<file path="config.mk">
export PLATFORM = sky130hd
export DESIGN_NAME = fwcc_ctrl
export DESIGN_NICKNAME = d
export VERILOG_FILES = /design/src/placeholder_end.sv /design/src/fwcc_pkg.sv /design/src/fwcc_opseq.sv /design/src/fwcc_ctrl.sv
export VERILOG_INCLUDE_DIRS = /design/src
export SDC_FILE = /design/constraint.sdc
export NUM_CORES = 1
export LEC_CHECK = 0
export BUFFER_PORTS_ARGS = -buffer_cell sky130_fd_sc_hd__buf_4
export CORE_MARGIN = 2
export CORE_UTILIZATION = 49
export CTS_BUF_LIST = sky130_fd_sc_hd__clkbuf_16
export CTS_CLUSTER_DIAMETER = 60
export CTS_CLUSTER_SIZE = 20
export DETAILED_ROUTE_END_ITERATION = 6
export PLACE_DENSITY = 0.73
export SETUP_SLACK_MARGIN = 0.5
export SLEW_MARGIN = 20
export SYNTH_ARGS = -nofsm -noshare
export SYNTH_HDL_FRONTEND = slang
export SYNTH_SLANG_ARGS = --single-unit
</file>
<file path="constraint.sdc">
create_clock -name clk -period 2.8 [get_ports clk]
set_input_delay 0.42 -clock clk [delete_from_list [all_inputs] [get_ports clk]]
set_output_delay 0.42 -clock clk [all_outputs]
set_load 0.02 [all_outputs]
</file>
<file path="src/fwcc_cfg.svh">
// offsets, field positions, reset values and limits of the flash command block
`ifndef FWCC_CFG_SVH
`define FWCC_CFG_SVH
`define FWCC_OFS_CMD_HIGH 8'h00
`define FWCC_OFS_CMD_LOW 8'h04
`define FWCC_OFS_ADDR 8'h08
`define FWCC_OFS_DATA0 8'h0C
`define FWCC_OFS_DATA1 8'h10
`define FWCC_OFS_SECTOR 8'h14
`define FWCC_OFS_ERROR 8'h18
`define FWCC_BIT_WRITE_START 15
`define FWCC_BIT_SUSPEND 14
`define FWCC_BIT_WORD 13
`define FWCC_BIT_DWORD 12
`define FWCC_BIT_ERASE 11
`define FWCC_BIT_PROTECT 8
`define FWCC_BIT_MODULE 7
`define FWCC_BIT_BUSY_B0 5
`define FWCC_BIT_BUSY_B1 6
`define FWCC_BIT_LOCK 4
`define FWCC_BIT_BUSY_B2 1
`define FWCC_BIT_BUSY_B3 2
`define FWCC_BIT_OP_ERROR 0
`define FWCC_BIT_SEQ_ERROR 1
`define FWCC_BIT_TEST_SECTOR 10
`define FWCC_SECT_B0_HI 9
`define FWCC_SECT_B2_HI 2
`define FWCC_SECT_B3_LO 16
`define FWCC_SECT_B3_HI 17
`define FWCC_BANK_ADDR_BIT 17
`define FWCC_PROT_LO 24'h0EDFB0
`define FWCC_PROT_HI 24'h0EDFBF
`define FWCC_INVALID_DATA 32'hFFFFFFFF
`define FWCC_RST_WORD 32'h00000000
`define FWCC_RST_ADDR 24'h000000
`define FWCC_RST_BUSY 4'h0
`endif

</file>
<file path="src/placeholder_end.sv">
// no further logic
`timescale 1ns/1ps
`default_nettype none
`default_nettype wire

</file>
<file path="src/fwcc_pkg.sv">
// types shared by the flash command block and its phase sequencer
package fwcc_pkg;
    typedef enum logic [2:0] {
        op_none, op_word, op_dword, op_preprog, op_erase, op_protect
    } fwcc_code_t;
    typedef enum logic [2:0] {
        mode_idle, mode_run, mode_psusp, mode_esusp, mode_pine
    } fwcc_mode_t;
endpackage

</file>
<file path="src/fwcc_opseq.sv">
// phase sequencer: issues flash macro phases, handles suspend and resume
`timescale 1ns/1ps
`default_nettype none
module fwcc_opseq
    import fwcc_pkg::*;
(
    input wire logic clk,
    input wire logic nrst,
    input wire logic launch,
    input wire fwcc_code_t code_in,
    input wire logic suspend,
    input wire logic resume,
    input wire logic fl_done,
    output logic fl_start,
    output logic fl_abort,
    output fwcc_code_t fl_code,
    output logic finished
);
    typedef struct packed {
        fwcc_code_t phase;
        fwcc_code_t saved;
        logic start;
        logic abort;
        logic fin;
    } fwcc_seq_t;

    fwcc_seq_t s;
    fwcc_seq_t next_s;

    always_comb begin
        next_s = s;
        next_s.start = 1'b0;
        next_s.abort = 1'b0;
        next_s.fin = 1'b0;
        if (launch) begin
            next_s.phase = (code_in == op_erase) ? op_preprog : code_in;
            next_s.start = 1'b1;
        end else if (resume) begin
            // restart the phase that was halted
            next_s.phase = s.saved;
            next_s.saved = op_none;
            next_s.start = 1'b1;
        end else if (fl_done && s.phase != op_none) begin
            // completion wins over a suspend seen in the same cycle
            if (s.phase == op_preprog) begin
                next_s.phase = op_erase;
                next_s.start = 1'b1;
            end else begin
                next_s.phase = op_none;
                next_s.fin = 1'b1;
            end
        end else if (suspend && s.phase != op_none) begin
            next_s.saved = s.phase;
            next_s.phase = op_none;
            next_s.abort = 1'b1;
        end
    end

    always_ff @(posedge clk or negedge nrst) begin
        if (!nrst) begin
            s <= '{phase: op_none, saved: op_none, start: 1'b0, abort: 1'b0, fin: 1'b0};
        end else begin
            s <= next_s;
        end
    end

    assign fl_start = s.start;
    assign fl_abort = s.abort;
    assign fl_code = s.phase;
    assign finished = s.fin;
endmodule
`default_nettype wire

</file>
<file path="src/fwcc_ctrl.sv">
// flash write command control: APB registers, launch, suspend and resume
//
// Summary of operation
// - write start launches every operation; hardware clears it at end or suspend.
// - write start is refused while the operation error flag is set.
// - writing zero to write start changes nothing.
// - suspend request halts program or erase, clears busy bits, back to read.
// - in program suspend only reads and program resume are accepted.
// - in erase suspend reads, erase resume and programs; those cannot suspend.
// - bit 13 selects 32-bit word program from address and data-0 holders.
// - bit 12 selects 64-bit double word program using data-0 and data-1.
// - bit 11 selects sector erase of chosen sectors in one bank; the code accepts extension sectors of banks 2 and 3 in one erase.
// - selected sectors are preprogrammed to zero before erase automatically.
// - bit 8 selects set protection from the holding registers.
// - set protection outside 0x0EDFB0..0x0EDFBF raises the sequence error flag.
// - bit 7 low picks extension module, high primary; cleared at end, but kept after a program run in erase suspend.
// - user writes to the test sector are blocked outside bootstrap mode; the code checks only erases from idle with bit 7 high, not programs.
// - write start sets busy bits of the banks being modified.
// - write start sets lock; locked registers read invalid, ignore writes.
//
// Decided for this implementation: the address map and register access over APB.
`include "fwcc_cfg.svh"
`timescale 1ns/1ps
`default_nettype none
module fwcc_ctrl
    import fwcc_pkg::*;
#(
    parameter int ADDR_W = 24,
    parameter int SECT_W = 32
) (
    input wire logic clk,
    input wire logic nrst,
    input wire logic psel,
    input wire logic penable,
    input wire logic pwrite,
    input wire logic [7:0] paddr,
    input wire logic [31:0] pwdata,
    output logic [31:0] prdata,
    output logic pready,
    output logic pslverr,
    input wire logic bootstrap_mode,
    input wire logic fl_done,
    input wire logic fl_fail,
    output logic fl_start,
    output logic fl_abort,
    output fwcc_code_t fl_code,
    output logic fl_module,
    output logic [ADDR_W-1:0] fl_addr,
    output logic [31:0] fl_data0,
    output logic [31:0] fl_data1,
    output logic [SECT_W-1:0] fl_sectors,
    output logic [3:0] bank_busy,
    output logic lock
);
    typedef struct packed {
        logic write_start;
        logic suspend_req;
        logic sel_word;
        logic sel_dword;
        logic sel_erase;
        logic sel_protect;
        logic sel_module;
        logic [ADDR_W-1:0] addr;
        logic [31:0] data0;
        logic [31:0] data1;
        logic [SECT_W-1:0] sectors;
        logic op_error;
        logic seq_error;
        logic [3:0] busy;
        logic lock;
        fwcc_mode_t mode;
        fwcc_code_t run_op;
        fwcc_code_t suspend_request_bit_op;
        logic launch;
        logic resume;
        logic suspend;
        logic pready;
        logic pslverr;
        logic [31:0] prdata;
    } fwcc_state_t;

    fwcc_state_t s;
    fwcc_state_t next_s;
    logic seq_finished;

    // banks touched by an operation, bank 0 in bit 0
    function automatic logic [3:0] banks_of(input fwcc_code_t op, input logic primary,
                                            input logic [ADDR_W-1:0] a,
                                            input logic [SECT_W-1:0] sect);
        logic [3:0] b;
        b = `FWCC_RST_BUSY;
        case (op)
            op_word, op_dword: begin
                if (primary) begin
                    b[0] = ~a[`FWCC_BANK_ADDR_BIT];
                    b[1] = a[`FWCC_BANK_ADDR_BIT];
                end else begin
                    b[2] = ~a[`FWCC_BANK_ADDR_BIT];
                    b[3] = a[`FWCC_BANK_ADDR_BIT];
                end
            end
            op_erase: begin
                if (primary) begin
                    b[0] = 1'b1;
                end else begin
                    b[2] = |sect[`FWCC_SECT_B2_HI:0];
                    b[3] = |sect[`FWCC_SECT_B3_HI:`FWCC_SECT_B3_LO];
                end
            end
            // protection registers live in bank 2
            op_protect: b[2] = 1'b1;
            default: b = `FWCC_RST_BUSY;
        endcase
        return b;
    endfunction

    fwcc_opseq u_seq (
        .clk(clk),
        .nrst(nrst),
        .launch(s.launch),
        .code_in(s.run_op),
        .suspend(s.suspend),
        .resume(s.resume),
        .fl_done(fl_done),
        .fl_start(fl_start),
        .fl_abort(fl_abort),
        .fl_code(fl_code),
        .finished(seq_finished)
    );

    always_comb begin
        logic setup;
        logic wr;
        logic locked_err;
        logic known;
        logic [15:0] wd;
        logic [3:0] sel;
        logic one_hot;
        logic accept;
        logic bad_seq;
        fwcc_code_t op;
        logic [31:0] rd;
        setup = 1'b0;
        wr = 1'b0;
        locked_err = 1'b0;
        known = 1'b0;
        wd = pwdata[15:0];
        sel = {wd[`FWCC_BIT_WORD], wd[`FWCC_BIT_DWORD], wd[`FWCC_BIT_ERASE],
               wd[`FWCC_BIT_PROTECT]};
        one_hot = (sel == 4'h8) || (sel == 4'h4) || (sel == 4'h2) || (sel == 4'h1);
        accept = 1'b0;
        bad_seq = 1'b0;
        op = op_none;
        rd = `FWCC_RST_WORD;
        next_s = s;
        next_s.launch = 1'b0;
        next_s.resume = 1'b0;
        next_s.suspend = 1'b0;

        // bus answer is prepared in the setup cycle: zero wait states
        setup = psel && !penable;
        next_s.pready = setup;
        known = (paddr == `FWCC_OFS_CMD_HIGH) || (paddr == `FWCC_OFS_CMD_LOW) ||
                (paddr == `FWCC_OFS_ADDR) || (paddr == `FWCC_OFS_DATA0) ||
                (paddr == `FWCC_OFS_DATA1) || (paddr == `FWCC_OFS_SECTOR) ||
                (paddr == `FWCC_OFS_ERROR);
        // lock traps all but the low command word; suspend stays writable
        locked_err = s.lock && (paddr != `FWCC_OFS_CMD_LOW) &&
                     !(pwrite && paddr == `FWCC_OFS_CMD_HIGH);
        case (paddr)
            `FWCC_OFS_CMD_HIGH: begin
                rd[`FWCC_BIT_WRITE_START] = s.write_start;
                rd[`FWCC_BIT_SUSPEND] = s.suspend_req;
                rd[`FWCC_BIT_WORD] = s.sel_word;
                rd[`FWCC_BIT_DWORD] = s.sel_dword;
                rd[`FWCC_BIT_ERASE] = s.sel_erase;
                rd[`FWCC_BIT_PROTECT] = s.sel_protect;
                rd[`FWCC_BIT_MODULE] = s.sel_module;
            end
            `FWCC_OFS_CMD_LOW: begin
                rd[`FWCC_BIT_BUSY_B0] = s.busy[0];
                rd[`FWCC_BIT_BUSY_B1] = s.busy[1];
                rd[`FWCC_BIT_LOCK] = s.lock;
                rd[`FWCC_BIT_BUSY_B2] = s.busy[2];
                rd[`FWCC_BIT_BUSY_B3] = s.busy[3];
            end
            `FWCC_OFS_ADDR: rd[ADDR_W-1:0] = s.addr;
            `FWCC_OFS_DATA0: rd = s.data0;
            `FWCC_OFS_DATA1: rd = s.data1;
            `FWCC_OFS_SECTOR: rd[SECT_W-1:0] = s.sectors;
            `FWCC_OFS_ERROR: begin
                rd[`FWCC_BIT_OP_ERROR] = s.op_error;
                rd[`FWCC_BIT_SEQ_ERROR] = s.seq_error;
            end
            default: rd = `FWCC_RST_WORD;
        endcase
        if (setup) begin
            next_s.pslverr = !known || locked_err;
            next_s.prdata = locked_err ? `FWCC_INVALID_DATA : rd;
        end else if (s.pready) begin
            next_s.pslverr = 1'b0;
            next_s.prdata = `FWCC_RST_WORD;
        end

        // write takes effect only at the access edge that completes the transfer
        wr = psel && penable && s.pready && pwrite && !s.pslverr;

        if (wr && paddr == `FWCC_OFS_CMD_HIGH) begin
            next_s.suspend_req = wd[`FWCC_BIT_SUSPEND];
            if (s.lock) begin
                // a rising suspend request halts a running program or erase; set protection ignores it
                // programs started in erase suspend run in mode_pine and ignore it
                if (wd[`FWCC_BIT_SUSPEND] && !s.suspend_req && s.mode == mode_run &&
                    s.run_op != op_protect) begin
                    next_s.suspend = 1'b1;
                end
            end else begin
                // select bits are stored, write start is never cleared here
                next_s.sel_word = wd[`FWCC_BIT_WORD];
                next_s.sel_dword = wd[`FWCC_BIT_DWORD];
                next_s.sel_erase = wd[`FWCC_BIT_ERASE];
                next_s.sel_protect = wd[`FWCC_BIT_PROTECT];
                next_s.sel_module = wd[`FWCC_BIT_MODULE];
                op = wd[`FWCC_BIT_WORD] ? op_word :
                     wd[`FWCC_BIT_DWORD] ? op_dword :
                     wd[`FWCC_BIT_ERASE] ? op_erase :
                     wd[`FWCC_BIT_PROTECT] ? op_protect : op_none;
                // nothing is accepted while the operation error flag is set
                // nor while the suspend request is left set
                if (wd[`FWCC_BIT_WRITE_START] && !s.op_error && !wd[`FWCC_BIT_SUSPEND]) begin
                    bad_seq = !one_hot;
                    case (s.mode)
                        mode_idle: begin
                            accept = one_hot;
                        end
                        mode_psusp: begin
                            // only the resume of the suspended program
                            accept = one_hot && (op == s.suspend_request_bit_op);
                            bad_seq = !accept;
                        end
                        mode_esusp: begin
                            // erase resume, or a word or double word program
                            accept = one_hot && (op == op_erase || op == op_word ||
                                                 op == op_dword);
                            bad_seq = !accept;
                        end
                        default: accept = 1'b0;
                    endcase
                    // protection target outside the protection window
                    if (accept && op == op_protect &&
                        (s.addr < `FWCC_PROT_LO || s.addr > `FWCC_PROT_HI)) begin
                        accept = 1'b0;
                        bad_seq = 1'b1;
                    end
                    // erase needs at least one sector
                    // test sector only reachable in bootstrap mode for an erase from idle with bit 7 high
                    if (accept && op == op_erase && s.mode == mode_idle &&
                        (s.sectors == '0 || (wd[`FWCC_BIT_MODULE] && !bootstrap_mode &&
                                             s.sectors[`FWCC_BIT_TEST_SECTOR]))) begin
                        accept = 1'b0;
                        bad_seq = 1'b1;
                    end
                    if (accept) begin
                        next_s.write_start = 1'b1;
                        // busy bits of the banks under modification
                        next_s.busy = banks_of(op, wd[`FWCC_BIT_MODULE], s.addr, s.sectors);
                        // registers locked for the whole operation
                        next_s.lock = 1'b1;
                        next_s.run_op = op;
                        if (s.mode == mode_esusp && op != op_erase) begin
                            next_s.mode = mode_pine;
                            next_s.launch = 1'b1;
                        end else if (s.mode == mode_idle) begin
                            next_s.mode = mode_run;
                            next_s.launch = 1'b1;
                        end else begin
                            next_s.mode = mode_run;
                            next_s.resume = 1'b1;
                        end
                    end
                    if (bad_seq) begin
                        next_s.seq_error = 1'b1;
                    end
                end
            end
        end

        if (wr && !s.lock) begin
            case (paddr)
                `FWCC_OFS_ADDR: next_s.addr = pwdata[ADDR_W-1:0];
                `FWCC_OFS_DATA0: next_s.data0 = pwdata;
                `FWCC_OFS_DATA1: next_s.data1 = pwdata;
                `FWCC_OFS_SECTOR: next_s.sectors = pwdata[SECT_W-1:0];
                `FWCC_OFS_ERROR: begin
                    // write one to clear; a same-cycle set below still wins
                    if (pwdata[`FWCC_BIT_OP_ERROR]) begin
                        next_s.op_error = 1'b0;
                    end
                    if (pwdata[`FWCC_BIT_SEQ_ERROR] && !bad_seq) begin
                        next_s.seq_error = 1'b0;
                    end
                end
                default: begin
                end
            endcase
        end

        if (fl_fail) begin
            next_s.op_error = 1'b1;
        end

        if (seq_finished) begin
            // hardware clears write start, busy and lock at the end
            next_s.write_start = 1'b0;
            next_s.busy = `FWCC_RST_BUSY;
            next_s.lock = 1'b0;
            next_s.sel_word = 1'b0;
            // double word select cleared at completion
            next_s.sel_dword = 1'b0;
            if (s.mode == mode_pine) begin
                // back to erase suspend for the halted erase; erase, protect and module selects keep the program command's values
                next_s.mode = mode_esusp;
                next_s.run_op = op_erase;
            end else begin
                // erase select cleared after the erase
                next_s.sel_erase = 1'b0;
                next_s.sel_protect = 1'b0;
                // module select cleared at the end of the operation
                next_s.sel_module = 1'b0;
                next_s.mode = mode_idle;
                next_s.run_op = op_none;
            end
        end else if (s.suspend) begin
            // suspend returns the bank to read mode
            next_s.write_start = 1'b0;
            next_s.busy = `FWCC_RST_BUSY;
            next_s.lock = 1'b0;
            next_s.suspend_request_bit_op = s.run_op;
            next_s.mode = (s.run_op == op_erase) ? mode_esusp : mode_psusp;
        end
    end

    always_ff @(posedge clk or negedge nrst) begin
        if (!nrst) begin
            s <= '{write_start: 1'b0, suspend_req: 1'b0, sel_word: 1'b0, sel_dword: 1'b0,
                   sel_erase: 1'b0, sel_protect: 1'b0, sel_module: 1'b0,
                   addr: `FWCC_RST_ADDR, data0: `FWCC_RST_WORD, data1: `FWCC_RST_WORD,
                   sectors: '0, op_error: 1'b0, seq_error: 1'b0, busy: `FWCC_RST_BUSY,
                   lock: 1'b0, mode: mode_idle, run_op: op_none, suspend_request_bit_op: op_none,
                   launch: 1'b0, resume: 1'b0, suspend: 1'b0, pready: 1'b0,
                   pslverr: 1'b0, prdata: `FWCC_RST_WORD};
        end else begin
            s <= next_s;
        end
    end

    assign prdata = s.prdata;
    assign pready = s.pready;
    assign pslverr = s.pslverr;
    assign fl_module = s.sel_module;
    assign fl_addr = s.addr;
    assign fl_data0 = s.data0;
    assign fl_data1 = s.data1;
    assign fl_sectors = s.sectors;
    assign bank_busy = s.busy;
    assign lock = s.lock;
endmodule
`default_nettype wire

</file>
==> results.txt, run 1 <==
CTS placed an instance of clkbuf_16 at the clock tree root. In this run the power spent charging and discharging nets is 0.001614 W. The clock-pin transition on the worst setup and hold timing paths was 0.08 ns; the power density over cell area was 537.9 nW/um^2. Timing would allow up to 0.4478 GHz. The tools report the number of global-route vias before repair as 7034. For this design, the slowest cell found on the critical path is or4_4.

At the pin with the least slew margin, the transition time is 0.8463 ns. Setup repair after global routing left no endpoint under its margin. The highest net fanout along the worst path is 4.

The endpoint type of the worst setup path is a flop. For this run, the leading register cell type out of synthesis is dfrtp_1. Number of antenna violations at the first check in global routing: 0. On the worst path, the slowest cell contributes a delay of 0.53 ns. Length of the first detailed-routing pass in iterations: 7.

The cell that appears most often on the critical path is o31a_1. Synthesis produced a netlist whose cell count is 882. The number of nets handed over by synthesis was 930. In this run, synthesis inferred 0 flip-flops with an integrated enable. The worst slack after detailed placement is 0.3197 ns. Counting distinct cell types in the post-synthesis netlist gives 65.

TritonCTS created 17 clock buffers. Routability-driven placement finished with a final weighted congestion of 0.9151. The share of total power dissipated in sequential elements is 47.7%. The top-level I/O count was 213; the count of input and output buffers was 212. The DRC marker count from the first detailed-route iteration came out at 627. The post-route setup TNS came out at 0 ns. A synthesized cell averages 11.15 sq um. The routed design has 27.19 mm of wire.

The clock net in this run drives a total of 189 sinks. The count of cells in the finished layout, fillers not included, comes to 1215. The tools report the sum of overflow across all layers after global routing as 0. The worst setup path is launched from a flop. The via count was 7102; the fraction of layout cells with a size suffix above 1 was 46.11%.

The standard cell core area was 19590 sq um; the global-route wire length before repair was 42.35 mm. Setup violations remaining at the end of the flow were counted as 0. The H-tree was split into 4 levels. Critical path arrival: 2.56 ns. Antenna cell count: 0. The area growth from synthesis to layout was 15.04%. The worst path in the final design needs a cycle of 2.233 ns, including I/O delays and setup. For the worst setup slack after layout, the log shows 0.5671 ns. The logs give 50.20% for the starting utilization of the core area and 0 for the final routed DRC violation total. The vertical die dimension works out to 145.7 um. The combinational cell fraction of total power was 11.3%; the die boundary width was 145.7 um.

The flow ran to the end, and the final reports show no timing, DRC or antenna violations. Of the synthesized area, sequential elements account for 48.09%. The final layout net count is 985, and the sum of internal, switching and leakage power is 0.006086 W.

TritonCTS built the clock tree. After synthesis, the share of flip-flops with an asynchronous set or reset is 100.0%. In the final routed layout, each cell accounts on average for 22.37 um. Of the total power, the share spent switching nets is 26.52%. The final hold violation count is 0. The number of storage elements in the synthesis netlist was 189; the vias per cell was 5.845.

The required time reported for the critical path endpoint was 3.12 ns; the number of violations of the max-capacitance limit was 0. The logs give 2 for the maximum root-to-sink buffer count and 0 for the number of nets still failing antenna checks after routing. The clock group share of total power was 41.0%. The worst-case vdd ir drop came out at 0.4207 mV. The floorplan has 51 rows. The tightest min-delay check is of the in2reg type.

The tools report the number of pins exceeding their max-slew limit in the final report as 0. The worst pin sits at a relative slew slack of 43.52%. The run gives 0 as the warning count from the yosys run. Across the routed clock network, the largest skew measured is 0.01091 ns. Detailed placement ended at an HPWL of 19.46 mm.

Summed over all cells, the static leakage comes to 5.573 nW. The floorplan step defined a die boundary enclosing 21220 sq um. Across every metal layer, demand over resource in global routing totals 25.74%. Including well taps, the total number of placed cells is 1180. The internal power of the cells totals 0.004472 W. After layout, the worst path uses 79.75% of the clock period. The signal on the critical path passes through or4_4, o21ai_2, o311ai_2, or2_4, o31a_1, o31a_1. Entering global routing, the biggest net connects 54 pins. The later pin in the worst-skew pair is clocked with a latency of 0.44 ns. Hold timing on the final database bottoms out at a slack of 0.1649 ns.

By startpoint and endpoint, the worst setup path is classified as reg2reg. Summing every instance area after synthesis gives 9834 sq um.
## final cells by class
type | instances | area (sq um)
clock buffer | 17 | 425.4
inverter | 8 | 30.03
timing repair buffer | 245 | 1898
multi-input combinational | 476 | 3722
clock inverter | 15 | 173.9
fill | 1716 | 8277
tap | 265 | 331.6
sequential | 189 | 4732
## cells in the final DEF (no fill, tap or decap), drive strengths merged, types with 5 or more instances in the layout
| master | n |
|---|---|
| nand3 | 22 |
| a31oi | 10 |
| nor3 | 13 |
| nor4 | 8 |
| a22oi | 12 |
| clkinv | 8 |
| and3 | 5 |
| a221o | 8 |
| mux2i | 12 |
| a31o | 20 |
| inv | 11 |
| dfrtp | 189 |
| nor2 | 30 |
| a222oi | 8 |
| a221oi | 22 |
| or3 | 8 |
| buf | 243 |
| a21oi | 50 |
| nand4 | 8 |
| clkbuf | 18 |
| o21ai | 24 |
| mux2 | 121 |
| nand2 | 34 |
## cells in the mapped netlist, types with 12 or more instances
library cell  instances  area share (%)
a21oi_1              49             2.5
a221oi_1             22             2.0
a22oi_1              12            0.92
a31o_2               20             1.8
buf_2                12            0.61
buf_4               163              12
clkbuf_1             29             1.1
dfrtp_1             189              48
mux2_2              117              13
mux2i_1              12             1.2
nand2_1              34             1.3
nand3_1              22             1.1
nor2_1               30             1.1
o21ai_0              22             1.1
## metrics by stage
| step | area [sq um] | utilization, % |
|---|---|---|
| after floorplan | 9834 | - |
| after global placement | 10660 | 54.41 |
| after detailed placement | 10660 | 54.41 |
| after global routing | 11310 | 57.75 |
| final | 11310 | 57.75 |
| after CTS | 11280 | 57.58 |
## registers in the layout (all words and copies together), names as in the netlist
signal          count
bank_busy           4
fl_addr            24
fl_data0           32
fl_data1           32
fl_module           1
fl_sectors         32
lock                1
prdata             32
pready              1
pslverr             1
s                  20
u_seq.finished      1
u_seq.fl_abort      1
u_seq.fl_code       3
u_seq.fl_start      1
u_seq.s             3
## final timing paths
kind | slack, ns | cells after the start | startpoint | to
min in group asynchronous | 0.48 | 2 | nrst | fl_data0[16]$_DFFE_PN0P_
setup reg to reg | 0.57 | 6 | fl_addr[22]$_DFFE_PN0P_ | s[42]$_DFFE_PN0P_
setup / recovery | 0.57 | 6 | fl_addr[22]$_DFFE_PN0P_ | s[42]$_DFFE_PN0P_
hold / removal | 0.16 | 2 | fl_fail | s[52]$_DFFE_PN0P_
hold reg to reg | 0.51 | 2 | prdata[31]$_DFFE_PN0P_ | prdata[31]$_DFFE_PN0P_
max in group asynchronous | 1.40 | 3 | nrst | fl_addr[21]$_DFFE_PN0P_
## worst max-delay path, delay by kind of cell, from the launching register on
family | cells | cell delay, ns
AOI/OAI and AO/OA | 4 | 0.86
DFF | 1 | 0.40
and+or+nand+nor | 2 | 0.84
## per-layer routing
metal  track usage [%]  vias up  part of all wire (%)  wire (um)
li1                  -     3179                     -          -
met1             36.04     3566                    44      11850
met5                 0        -                     0          0
met3             6.364       37                   8.1       2215
met2             39.91      320                    47      12660
met4             7.500        0                   1.7        456
## power by group through the flow
stage / clock network, W / logic, W / registers, W
3_3_place_gp: 0 / 0.000672 / 0.00295
6_report: 0.00250 / 0.000687 / 0.00290
5_1_grt: 0.00265 / 0.000749 / 0.00292
2_1_floorplan: 0 / 0.000434 / 0.00290
4_1_cts: 0.00253 / 0.000679 / 0.00290
3_5_place_dp: 0 / 0.000671 / 0.00295
## cells by family after synthesis
group           share of synthesized area, %
flops                                  48.09
buf+inv                                14.66
mux                                    15.08
simple gates                           8.626
compound gates                         13.19
xor+xnor                              0.3563
## timing repair
item | 4_1_cts | 5_1_grt
buffers inserted | 0 | 2
hold endpoints to repair | 44 | 0
gates resized for setup | 4 | 4
endpoints found under the setup margin | 7 | 4
hold buffers | 1 | 0
Power figures use the tool's default switching activity.
==> run 2, diff against run 1 <==
--- a/config.mk
+++ b/config.mk
@@ -6,6 +6,7 @@
 export SDC_FILE = /design/constraint.sdc
 export NUM_CORES = 1
 export LEC_CHECK = 0
+export ABC_AREA = 1
 export BUFFER_PORTS_ARGS = -buffer_cell sky130_fd_sc_hd__buf_4
 export CORE_MARGIN = 2
 export CORE_UTILIZATION = 49
==> constraint.sdc (replaced) <==
create_clock -name clk -period 2.3 [get_ports clk]
set_input_delay 0.345 -clock clk [delete_from_list [all_inputs] [get_ports clk]]
set_output_delay 0.345 -clock clk [all_outputs]
set_load 0.02 [all_outputs]
==> results.txt, run 2 <==
The flow ran to the end, and the final reports show no timing, DRC or antenna violations. The run gives 8424 (+19%) as the via count. The H-tree level count is 4 (unchanged). Ranked by total cell area, the synthesized netlist is headed by dfrtp_1 48%, buf_4 12%, nand2_1 12%, o21ai_0 9.3%, inv_1 4.4%. The most numerous cell type found on the critical path is a21oi_2. The length of the first detailed-routing pass in iterations is 7 (unchanged). The library cell used most frequently in the layout, excluding fill and tap cells, is nand2_1. The logs give 2 (unchanged) for the maximum root-to-sink buffer count and 0 (unchanged) for the final routed DRC violation total. Element type at the critical path start: a flop. The logs give 0 (unchanged) for the final hold violation count and 1218 (+38%) for the synthesized instance count.

The final weighted congestion of routability-driven global placement was 0.9293 (+1.6%). The share of the synthesized area in the top cell type was 47.77% (-0.32 points); the DRC marker count from the first detailed-route iteration was 935 (+49%). The tools report the required time reported for the critical path endpoint as 2.63 ns (-0.49 ns). Mean instance size in the synthesized netlist: 8.129 sq um (-27%). The reg2reg setup slack is 0.52 ns (-0.05 ns). The sum of overflow across all layers after global routing was 0 (unchanged); the total number of clock tree sinks was 189 (unchanged). Following the worst setup path forward leads to its endpoint at s[43]$_DFFE_PN0P_. The depth of the most critical reg-to-reg path works out to 7 (+1). The tools report the maximum clock frequency as 0.5624 GHz (+26%). Grouping stages by cell kind, the critical path spends the most delay in simple AND/OR/NAND/NOR gates.

The fraction of layout cells with a size suffix above 1 is 27.21% (-19 points). The routed wire length per instance was 18.82 um (-16%). The worst-path cell with the longest stage delay is dfrtp_1. Warning count from the yosys run: 0 (unchanged). The run gives 1822 (+6.2%) as the count of filler cells inserted in the layout.

dfrtp_1 takes more of the synthesized area than any other cell. For the cell area after synthesis, the log shows 9901 sq um (+0.67%). Number of buffers and inverters on the critical path: 0 (unchanged). For the net load switching power, the log shows 0.001780 W (+10%). For the final core utilization, the log shows 58.38% (+0.63 points). The global-route wire length before repair is 45.68 mm (+7.9%), and the register area share after synthesis is 47.77% (-0.32 points). The count of unique library cells instantiated by Yosys was 45 (-31%); the number of pins exceeding their max-slew limit in the final report was 0 (unchanged).

The final layout net count came out at 1336 (+36%). The logs give 29.47 mm (+8.4%) for the detailed-route wire length and 0.007668 ns (-0.003241 ns) for the worst clock skew. The number of buffers created by CTS was 17 (unchanged). Setup repair after global routing could not meet its margin everywhere. The actual slew at the worst max-slew pin is 0.6804 ns (-0.1659 ns). The post-route setup TNS is 0 ns (unchanged), and the clock group share of total power is 42.1% (+1.1 points). The tools report the number of antenna violations at the first check in global routing as 0 (unchanged). The tools report the combinational cell fraction of total power as 8.0% (-3.3 points). The starting utilization of the core area came out at 50.38% (+0.17 points). Count of input and output buffers: 212 (unchanged). The signal on the critical path passes through or2_0, nor2_1, nand3_2, a21oi_4, nand4_4, a21oi_2, a21oi_2. The top-level I/O count is 213 (unchanged).

The finished layout cell area is 11470 sq um (+1.4%), and the number of violations of the max-capacitance limit is 0 (unchanged). The tools report the root cell of the clock tree as clkbuf_16. In this run the critical register-to-register path is captured at s[43]$_DFFE_PN0P_.

Static leakage: 5.768 nW (+3.5%). Delay of the slowest critical-path stage: 0.39 ns (-0.14 ns). In the post-synthesis netlist, the cell with the most instances is nand2_1. Maximum number of pins on one net before global-route repair: 52 (-3.7%).

The worst setup path is captured at a flop. The net switching fraction of the power works out to 26.10% (-0.42 points). The library cells used most frequently in the layout, excluding fill and tap cells, are 314 x nand2_1, 241 x buf_4, 182 x o21ai_0.

The power density over cell area came out at 594.5 nW/um^2 (+11%). The area growth from synthesis to layout is 15.89%. For the internal power component, the log shows 0.005041 W (+13%).

The tools report the final HPWL from detailed placement as 21.58 mm (+11%). The highest net fanout along the worst path is 8 (+4), and the standard cell core area is 19650 sq um (+0.33%). The critical path arrival came out at 2.11 ns (-0.45 ns).

The worst register-to-register path begins at fl_addr[16]$_DFFE_PN0P_. The number of global-route vias before repair was 7914 (+13%); the number of nets produced by synthesis was 1266 (+36%). Proportion of register bits with asynchronous set or reset after synthesis: 100.0% (unchanged). Category of the critical setup timing path: reg2reg. Clock-pin transition on the worst setup and hold timing paths: 0.07 ns (about the same). Sorting the synthesized cells by how often they occur yields 319 x nand2_1, 189 x dfrtp_1, 183 x o21ai_0.

The run gives 10670 sq um (+0.13%) as the placed standard-cell area. The final count of negative-setup-slack endpoints was 0 (unchanged); the sum of internal, switching and leakage power was 0.006821 W (+12%). The tools report the worst-case vdd ir drop as 0.5413 mV (+29%). Number of flops mapped to enable cells by yosys: 0 (unchanged). Global-route usage over all layers: 27.67% (+1.9 points). The clock insertion delay at the later pin of the skew report is 0.44 ns (about the same), and the vias per cell is 5.379 (-8.0%). In this run the worst setup path begins at fl_addr[16]$_DFFE_PN0P_.

For the die outline area, the log shows 21360 sq um (+0.65%). The tightest min-delay check is of the in2reg type. TritonCTS built the clock tree. The normalized max-slew margin was 54.64% (+11 points); the number of cells on the critical path was 7 (+1). In the synthesized netlist the dominant register cell turns out to be dfrtp_1. The fraction of power consumed by sequential logic was 50.0% (+2.3 points); the number of storage elements in the synthesis netlist was 189 (unchanged).

For the row count, the log shows 51 (unchanged). Antenna cell count: 0 (unchanged). Final worst-path cycle share: 77.31% (-2.4 points). The final critical-path required period came out at 1.778 ns (-0.4548 ns). The vertical die dimension came out at 146.1 um (+0.33%).

The die boundary width was 146.1 um (+0.33%); the number of nets still failing antenna checks after routing was 0 (unchanged).
## run 2: final cells by class
class / instances / area, sq um / area share, %
multi-input combinational: 701 / 3372 / 29.39
tap: 265 / 331.6 / 2.890
sequential: 189 / 4742 / 41.33
inverter: 128 / 491.7 / 4.286
clock buffer: 17 / 425.4 / 3.708
timing repair buffer: 251 / 1973 / 17.20
clock inverter: 15 / 137.6 / 1.200
## run 2: worst min path at each step
stage            start                       end  slack [ns]  depth (start not counted)
6_report       fl_fail         s[52]$_DFFE_PN0P_        0.13                          3
5_1_grt        fl_fail         s[52]$_DFFE_PN0P_        0.13                          3
4_1_cts        fl_fail         s[52]$_DFFE_PN0P_        0.11                          3
3_5_place_dp      nrst   fl_addr[20]$_DFFE_PN0P_        0.33                          1
3_3_place_gp      nrst  fl_data1[20]$_DFFE_PN0P_        0.32                          1
2_1_floorplan     nrst  bank_busy[0]$_DFFE_PN0P_        0.05                          0
## run 2: kinds of logic after synthesis
logic type / after synthesis / synth area share (%)
flip-flops: 189 / 47.77
buffers and inverters: 328 / 19.03
AO/OA/AOI/OAI: 248 / 13.32
AND/OR/NAND/NOR: 453 / 19.88
## run 2: per-layer routing
| metal | GRT usage [%] | part of all wire (%) |
|---|---|---|
| met4 | 10.34 | 2.9 |
| met3 | 6.219 | 9.5 |
| met5 | 0 | 0 |
| met2 | 40.28 | 44 |
| met1 | 40.55 | 44 |
## run 2: worst reg2reg max path, stage by stage, from the launching register on
cell	delay [ns]
dfrtp_1	0.39
or2_0	0.23
nor2_1	0.16
nand3_2	0.17
a21oi_4	0.23
nand4_4	0.21
a21oi_2	0.20
a21oi_2	0.06
## run 2: what timing repair did
action,4_1_cts,5_1_grt
buffers inserted,2,14
gates resized for setup,11,29
cloned,0,0
endpoints found under the setup margin,46,88
hold buffers,1,0
hold endpoints to repair,45,0
pin swaps,4,6
## run 2: power groups by stage
| stage | clock network, W | registers [W] | logic (W) |
|---|---|---|---|
| floorplan | 0 | 0.00345 | 0.000262 |
| global placement | 0 | 0.00347 | 0.000512 |
| detailed placement | 0 | 0.00346 | 0.000517 |
| CTS | 0.00288 | 0.00340 | 0.000523 |
| global route | 0.00302 | 0.00341 | 0.000600 |
| finish | 0.00287 | 0.00341 | 0.000544 |
## run 2: per-stage QoR
step	hold WS, ns	setup slack [ns]	instances
2_1_floorplan	0.04941	0.6553	1218
3_3_place_gp	0.3245	0.2374	1517
3_5_place_dp	0.3286	0.1869	1517
4_1_cts	0.1123	0.5098	1552
5_1_grt	0.1337	0.4461	1566
6_report	0.1294	0.5218	1566
==> run 3, diff against run 2 <==
--- a/config.mk
+++ b/config.mk
@@ -6,7 +6,7 @@
 export SDC_FILE = /design/constraint.sdc
 export NUM_CORES = 1
 export LEC_CHECK = 0
-export ABC_AREA = 1
+export ABC_AREA = 0
 export BUFFER_PORTS_ARGS = -buffer_cell sky130_fd_sc_hd__buf_4
 export CORE_MARGIN = 2
 export CORE_UTILIZATION = 49
@@ -14,7 +14,7 @@
 export CTS_CLUSTER_DIAMETER = 60
 export CTS_CLUSTER_SIZE = 20
 export DETAILED_ROUTE_END_ITERATION = 6
-export PLACE_DENSITY = 0.73
+export PLACE_DENSITY = 0.76
 export SETUP_SLACK_MARGIN = 0.5
 export SLEW_MARGIN = 20
 export SYNTH_ARGS = -nofsm -noshare
==> constraint.sdc (replaced) <==
create_clock -name clk -period 1.5 [get_ports clk]
set_input_delay 0.225 -clock clk [delete_from_list [all_inputs] [get_ports clk]]
set_output_delay 0.225 -clock clk [all_outputs]
set_load 0.02 [all_outputs]
==> results.txt, run 3 (synthesis results as in run 1) <==
The run finished, with violations left. The checks that failed: design-rule violations, negative setup slack. TritonCTS built the clock tree. The run gives 171 (+171) as the final count of negative-setup-slack endpoints.

The run gives 0 (unchanged) as the antenna cell count. In the layout the commonest cells are 245 x buf_6, 237 x buf_4, 182 x dfrtp_1. The run gives 0.02177 ns (-0.1076 ns) as the worst hold margin.

The final layout net count was 1272 (-4.8%). For hold timing, the worst endpoint is fl_data1[27]$_DFFE_PN0P_. The reg-to-reg critical path startpoint was fl_addr[20]$_DFFE_PN0P_. The final worst-path cycle share was 170.6% (+93 points); the number of buffers created by CTS was 17 (unchanged). The normalized max-slew margin was 66.50% (+12 points); the die boundary width was 145.7 um (-0.33%).

The classification of the worst-slack hold path is in2reg. The vertical die dimension was 145.7 um (-0.33%); the global-route usage over all layers was 35.15% (+7.5 points). The clock-pin transition on the worst setup and hold timing paths came out at 0.08 ns (about the same).

Setup repair after global routing could not meet its margin everywhere. The row count was 51 (unchanged); the final hold violation count was 0 (unchanged). The highest net fanout along the worst path came out at 4 (-4). The run gives 18.3% (+10 points) as the combinational cell fraction of total power.

For the standard cell core area, the log shows 19590 sq um (-0.32%). The tools report the H-tree level count as 4 (unchanged). The maximum clock frequency was 0.3909 GHz (-30%); the clock insertion delay at the later pin of the skew report was 0.45 ns (about the same). Final HPWL from detailed placement: 22.08 mm (+2.3%).

The static leakage came out at 7.664 nW (+33%). The critical path goes through or4_4, o21ai_4, o311ai_4, or2_4, buf_4, o31ai_4, a21oi_1. The via count was 9575 (+14%). The global-route wire length before repair is 56.81 mm (+24%), and the final routed DRC violation total is 8 (+8).

The top layer reached by signal wires was met4. The met3 layer wire length in the routed design came out at 4.911 mm (+76%). The net switching fraction of the power is 29.97% (+3.9 points), and the worst-case vdd ir drop is 0.8139 mV (+50%).

The reg2reg setup slack is -1.06 ns (-1.58 ns), and the final weighted congestion of routability-driven global placement is 0.8998 (-3.2%). The DRC marker count from the first detailed-route iteration was 1039 (+11%); the fraction of power consumed by sequential logic was 41.9% (-8.1 points). The maximum number of pins on one net before global-route repair came out at 45 (-13%). Fraction of layout cells with a size suffix above 1: 68.31% (+41 points). The run gives 1.79 ns (-0.84 ns) as the required time reported for the critical path endpoint.

Among all stages on the critical path, the largest delay is contributed by or4_4. The critical path arrival is 2.85 ns (+0.74 ns). For the count of filler cells inserted in the layout, the log shows 890 (-51%). The met2 layer wire length in the routed design is 20.79 mm (+62%). The category of the critical setup timing path is reg2reg. For the routed length on met1, the log shows 15.50 mm (+20%). The internal power component was 0.008923 W (+77%); the maximum root-to-sink buffer count was 2 (unchanged). The number of nets still failing antenna checks after routing came out at 0 (unchanged).

Number of pins exceeding their max-slew limit in the final report: 0 (unchanged). The length of the first detailed-routing pass in iterations was 7 (unchanged); the top-level I/O count was 213 (unchanged). The actual slew at the worst max-slew pin was 0.4954 ns (-0.1849 ns). The power density over cell area works out to 794.7 nW/um^2 (+34%). The final critical-path required period is 2.558 ns (+0.7803 ns).

For the total number of clock tree sinks, the log shows 189 (unchanged). The worst setup slack after layout came out at -1.058 ns (-1.580 ns). Endpoint of the worst-slack reg-to-reg timing path: s[44]$_DFFE_PN0P_. The logs give 0.003819 W (+110%) for the net load switching power and 0.01451 ns (+0.006842 ns) for the worst clock skew.

The depth of the most critical reg-to-reg path is 7 (unchanged), and the number of antenna violations at the first check in global routing is 0 (unchanged). The count of input and output buffers is 212 (unchanged), and the sum of overflow across all layers after global routing is 0 (unchanged). The clock group share of total power is 39.8% (-2.3 points), and the area growth from synthesis to layout is 63.04%.

The tools report the die outline area as 21220 sq um (-0.65%). The delay of the slowest critical-path stage was 0.59 ns (+0.20 ns); the starting utilization of the core area was 50.20% (-0.17 points). The number of global-route vias before repair was 9134 (+15%). The cell depth of the worst hold path is 2 (-1), and the routed wire length per instance is 29.72 um (+58%). The worst hold path begins at pwdata[27]. The run gives 0 (unchanged) as the number of violations of the max-capacitance limit. The most common cell after layout, fill and taps aside was buf_6.

The detailed-route wire length is 44.64 mm (+51%). The tree is rooted in a clkbuf_16. STA classifies the critical path startpoint as a flop.

The worst setup path is captured at a flop. Vias per cell: 6.375 (+19%). The final core utilization was 81.85% (+23 points).
==> run 3: changes by cell type in the layout (fill, tap and decap cells not counted), sizes merged, moves of 19 or more <==
cell / previous run / this run
mux2: 0 / 121
a31o: 0 / 20
nor2: 49 / 30
inv: 131 / 14
a21oi: 22 / 50
o21ai: 196 / 24
nand2: 331 / 40
buf: 250 / 523
nand3: 44 / 22
a221oi: 1 / 22
==> run 3: how the worst max path moves through the flow <==
stage,cells after the start,end,slack [ns],startpoint
after floorplan,6,s[42]$_DFFE_PN0P_,-0.53,fl_addr[20]$_DFFE_PN0P_
after global placement,7,s[42]$_DFFE_PN0P_,-0.85,fl_sectors[31]$_DFFE_PN0P_
after detailed placement,7,s[42]$_DFFE_PN0P_,-0.86,fl_sectors[31]$_DFFE_PN0P_
after CTS,6,s[42]$_DFFE_PN0P_,-0.62,fl_addr[20]$_DFFE_PN0P_
after global routing,7,s[44]$_DFFE_PN0P_,-1.03,fl_addr[20]$_DFFE_PN0P_
final,7,s[44]$_DFFE_PN0P_,-1.06,fl_addr[20]$_DFFE_PN0P_
==> run 3: final cells by class <==
cell class / count / area, sq um / area share (%)
flip-flops and latches: 189 / 4738 / 29.55
clock buffers: 17 / 425.4 / 2.653
clock inverters: 15 / 203.9 / 1.272
well taps: 265 / 331.6 / 2.068
inverters: 8 / 36.28 / 0.2263
multi-input cells: 482 / 4848 / 30.24
repair buffers: 526 / 5450 / 33.99
==> run 3: per-layer routing <==
layer	track usage, %	vias to the layer above
met5	0	-
met4	19.85	0
met3	10.06	264
met2	55.78	805
met1	43.21	4725
li1	-	3781
==> run 3: stage by stage <==
stage	TNS [ns]	total power (W)	worst slack, ns	std cells	cell area (sq um)
after floorplan	-46.70	0.006352	-0.5332	882	10590
after global placement	-85.14	0.007194	-0.8501	1314	12380
after detailed placement	-88.46	0.007205	-0.8561	1314	12380
after CTS	-42.33	0.01226	-0.6193	1409	14600
after global routing	-61.52	0.01302	-1.034	1502	16030
final	-56.69	0.01274	-1.058	1502	16030
==> run 3: critical path: cells and delay by family (launching register included) <==
family          cells  cell delay, ns
flops               1            0.43
compound gates      4            0.94
simple gates        2            0.89
buf+inv             1            0.15
==> run 3: repair_timing <==
item                       CTS  global route
setup endpoints to repair  351           353
hold buffers                 2             0
pin swaps                   50            45
cloned                      16             1
resized for setup          204           178
hold endpoints to repair    37             0
setup buffers               45            92
==> run 3: power by group through the flow <==
stage / registers, W / logic, W / clock network (W)
global placement: 0.00539 / 0.00180 / 0
global route: 0.00535 / 0.00240 / 0.00527
detailed placement: 0.00540 / 0.00181 / 0
finish: 0.00534 / 0.00233 / 0.00508
floorplan: 0.00543 / 0.000920 / 0
CTS: 0.00531 / 0.00203 / 0.00492
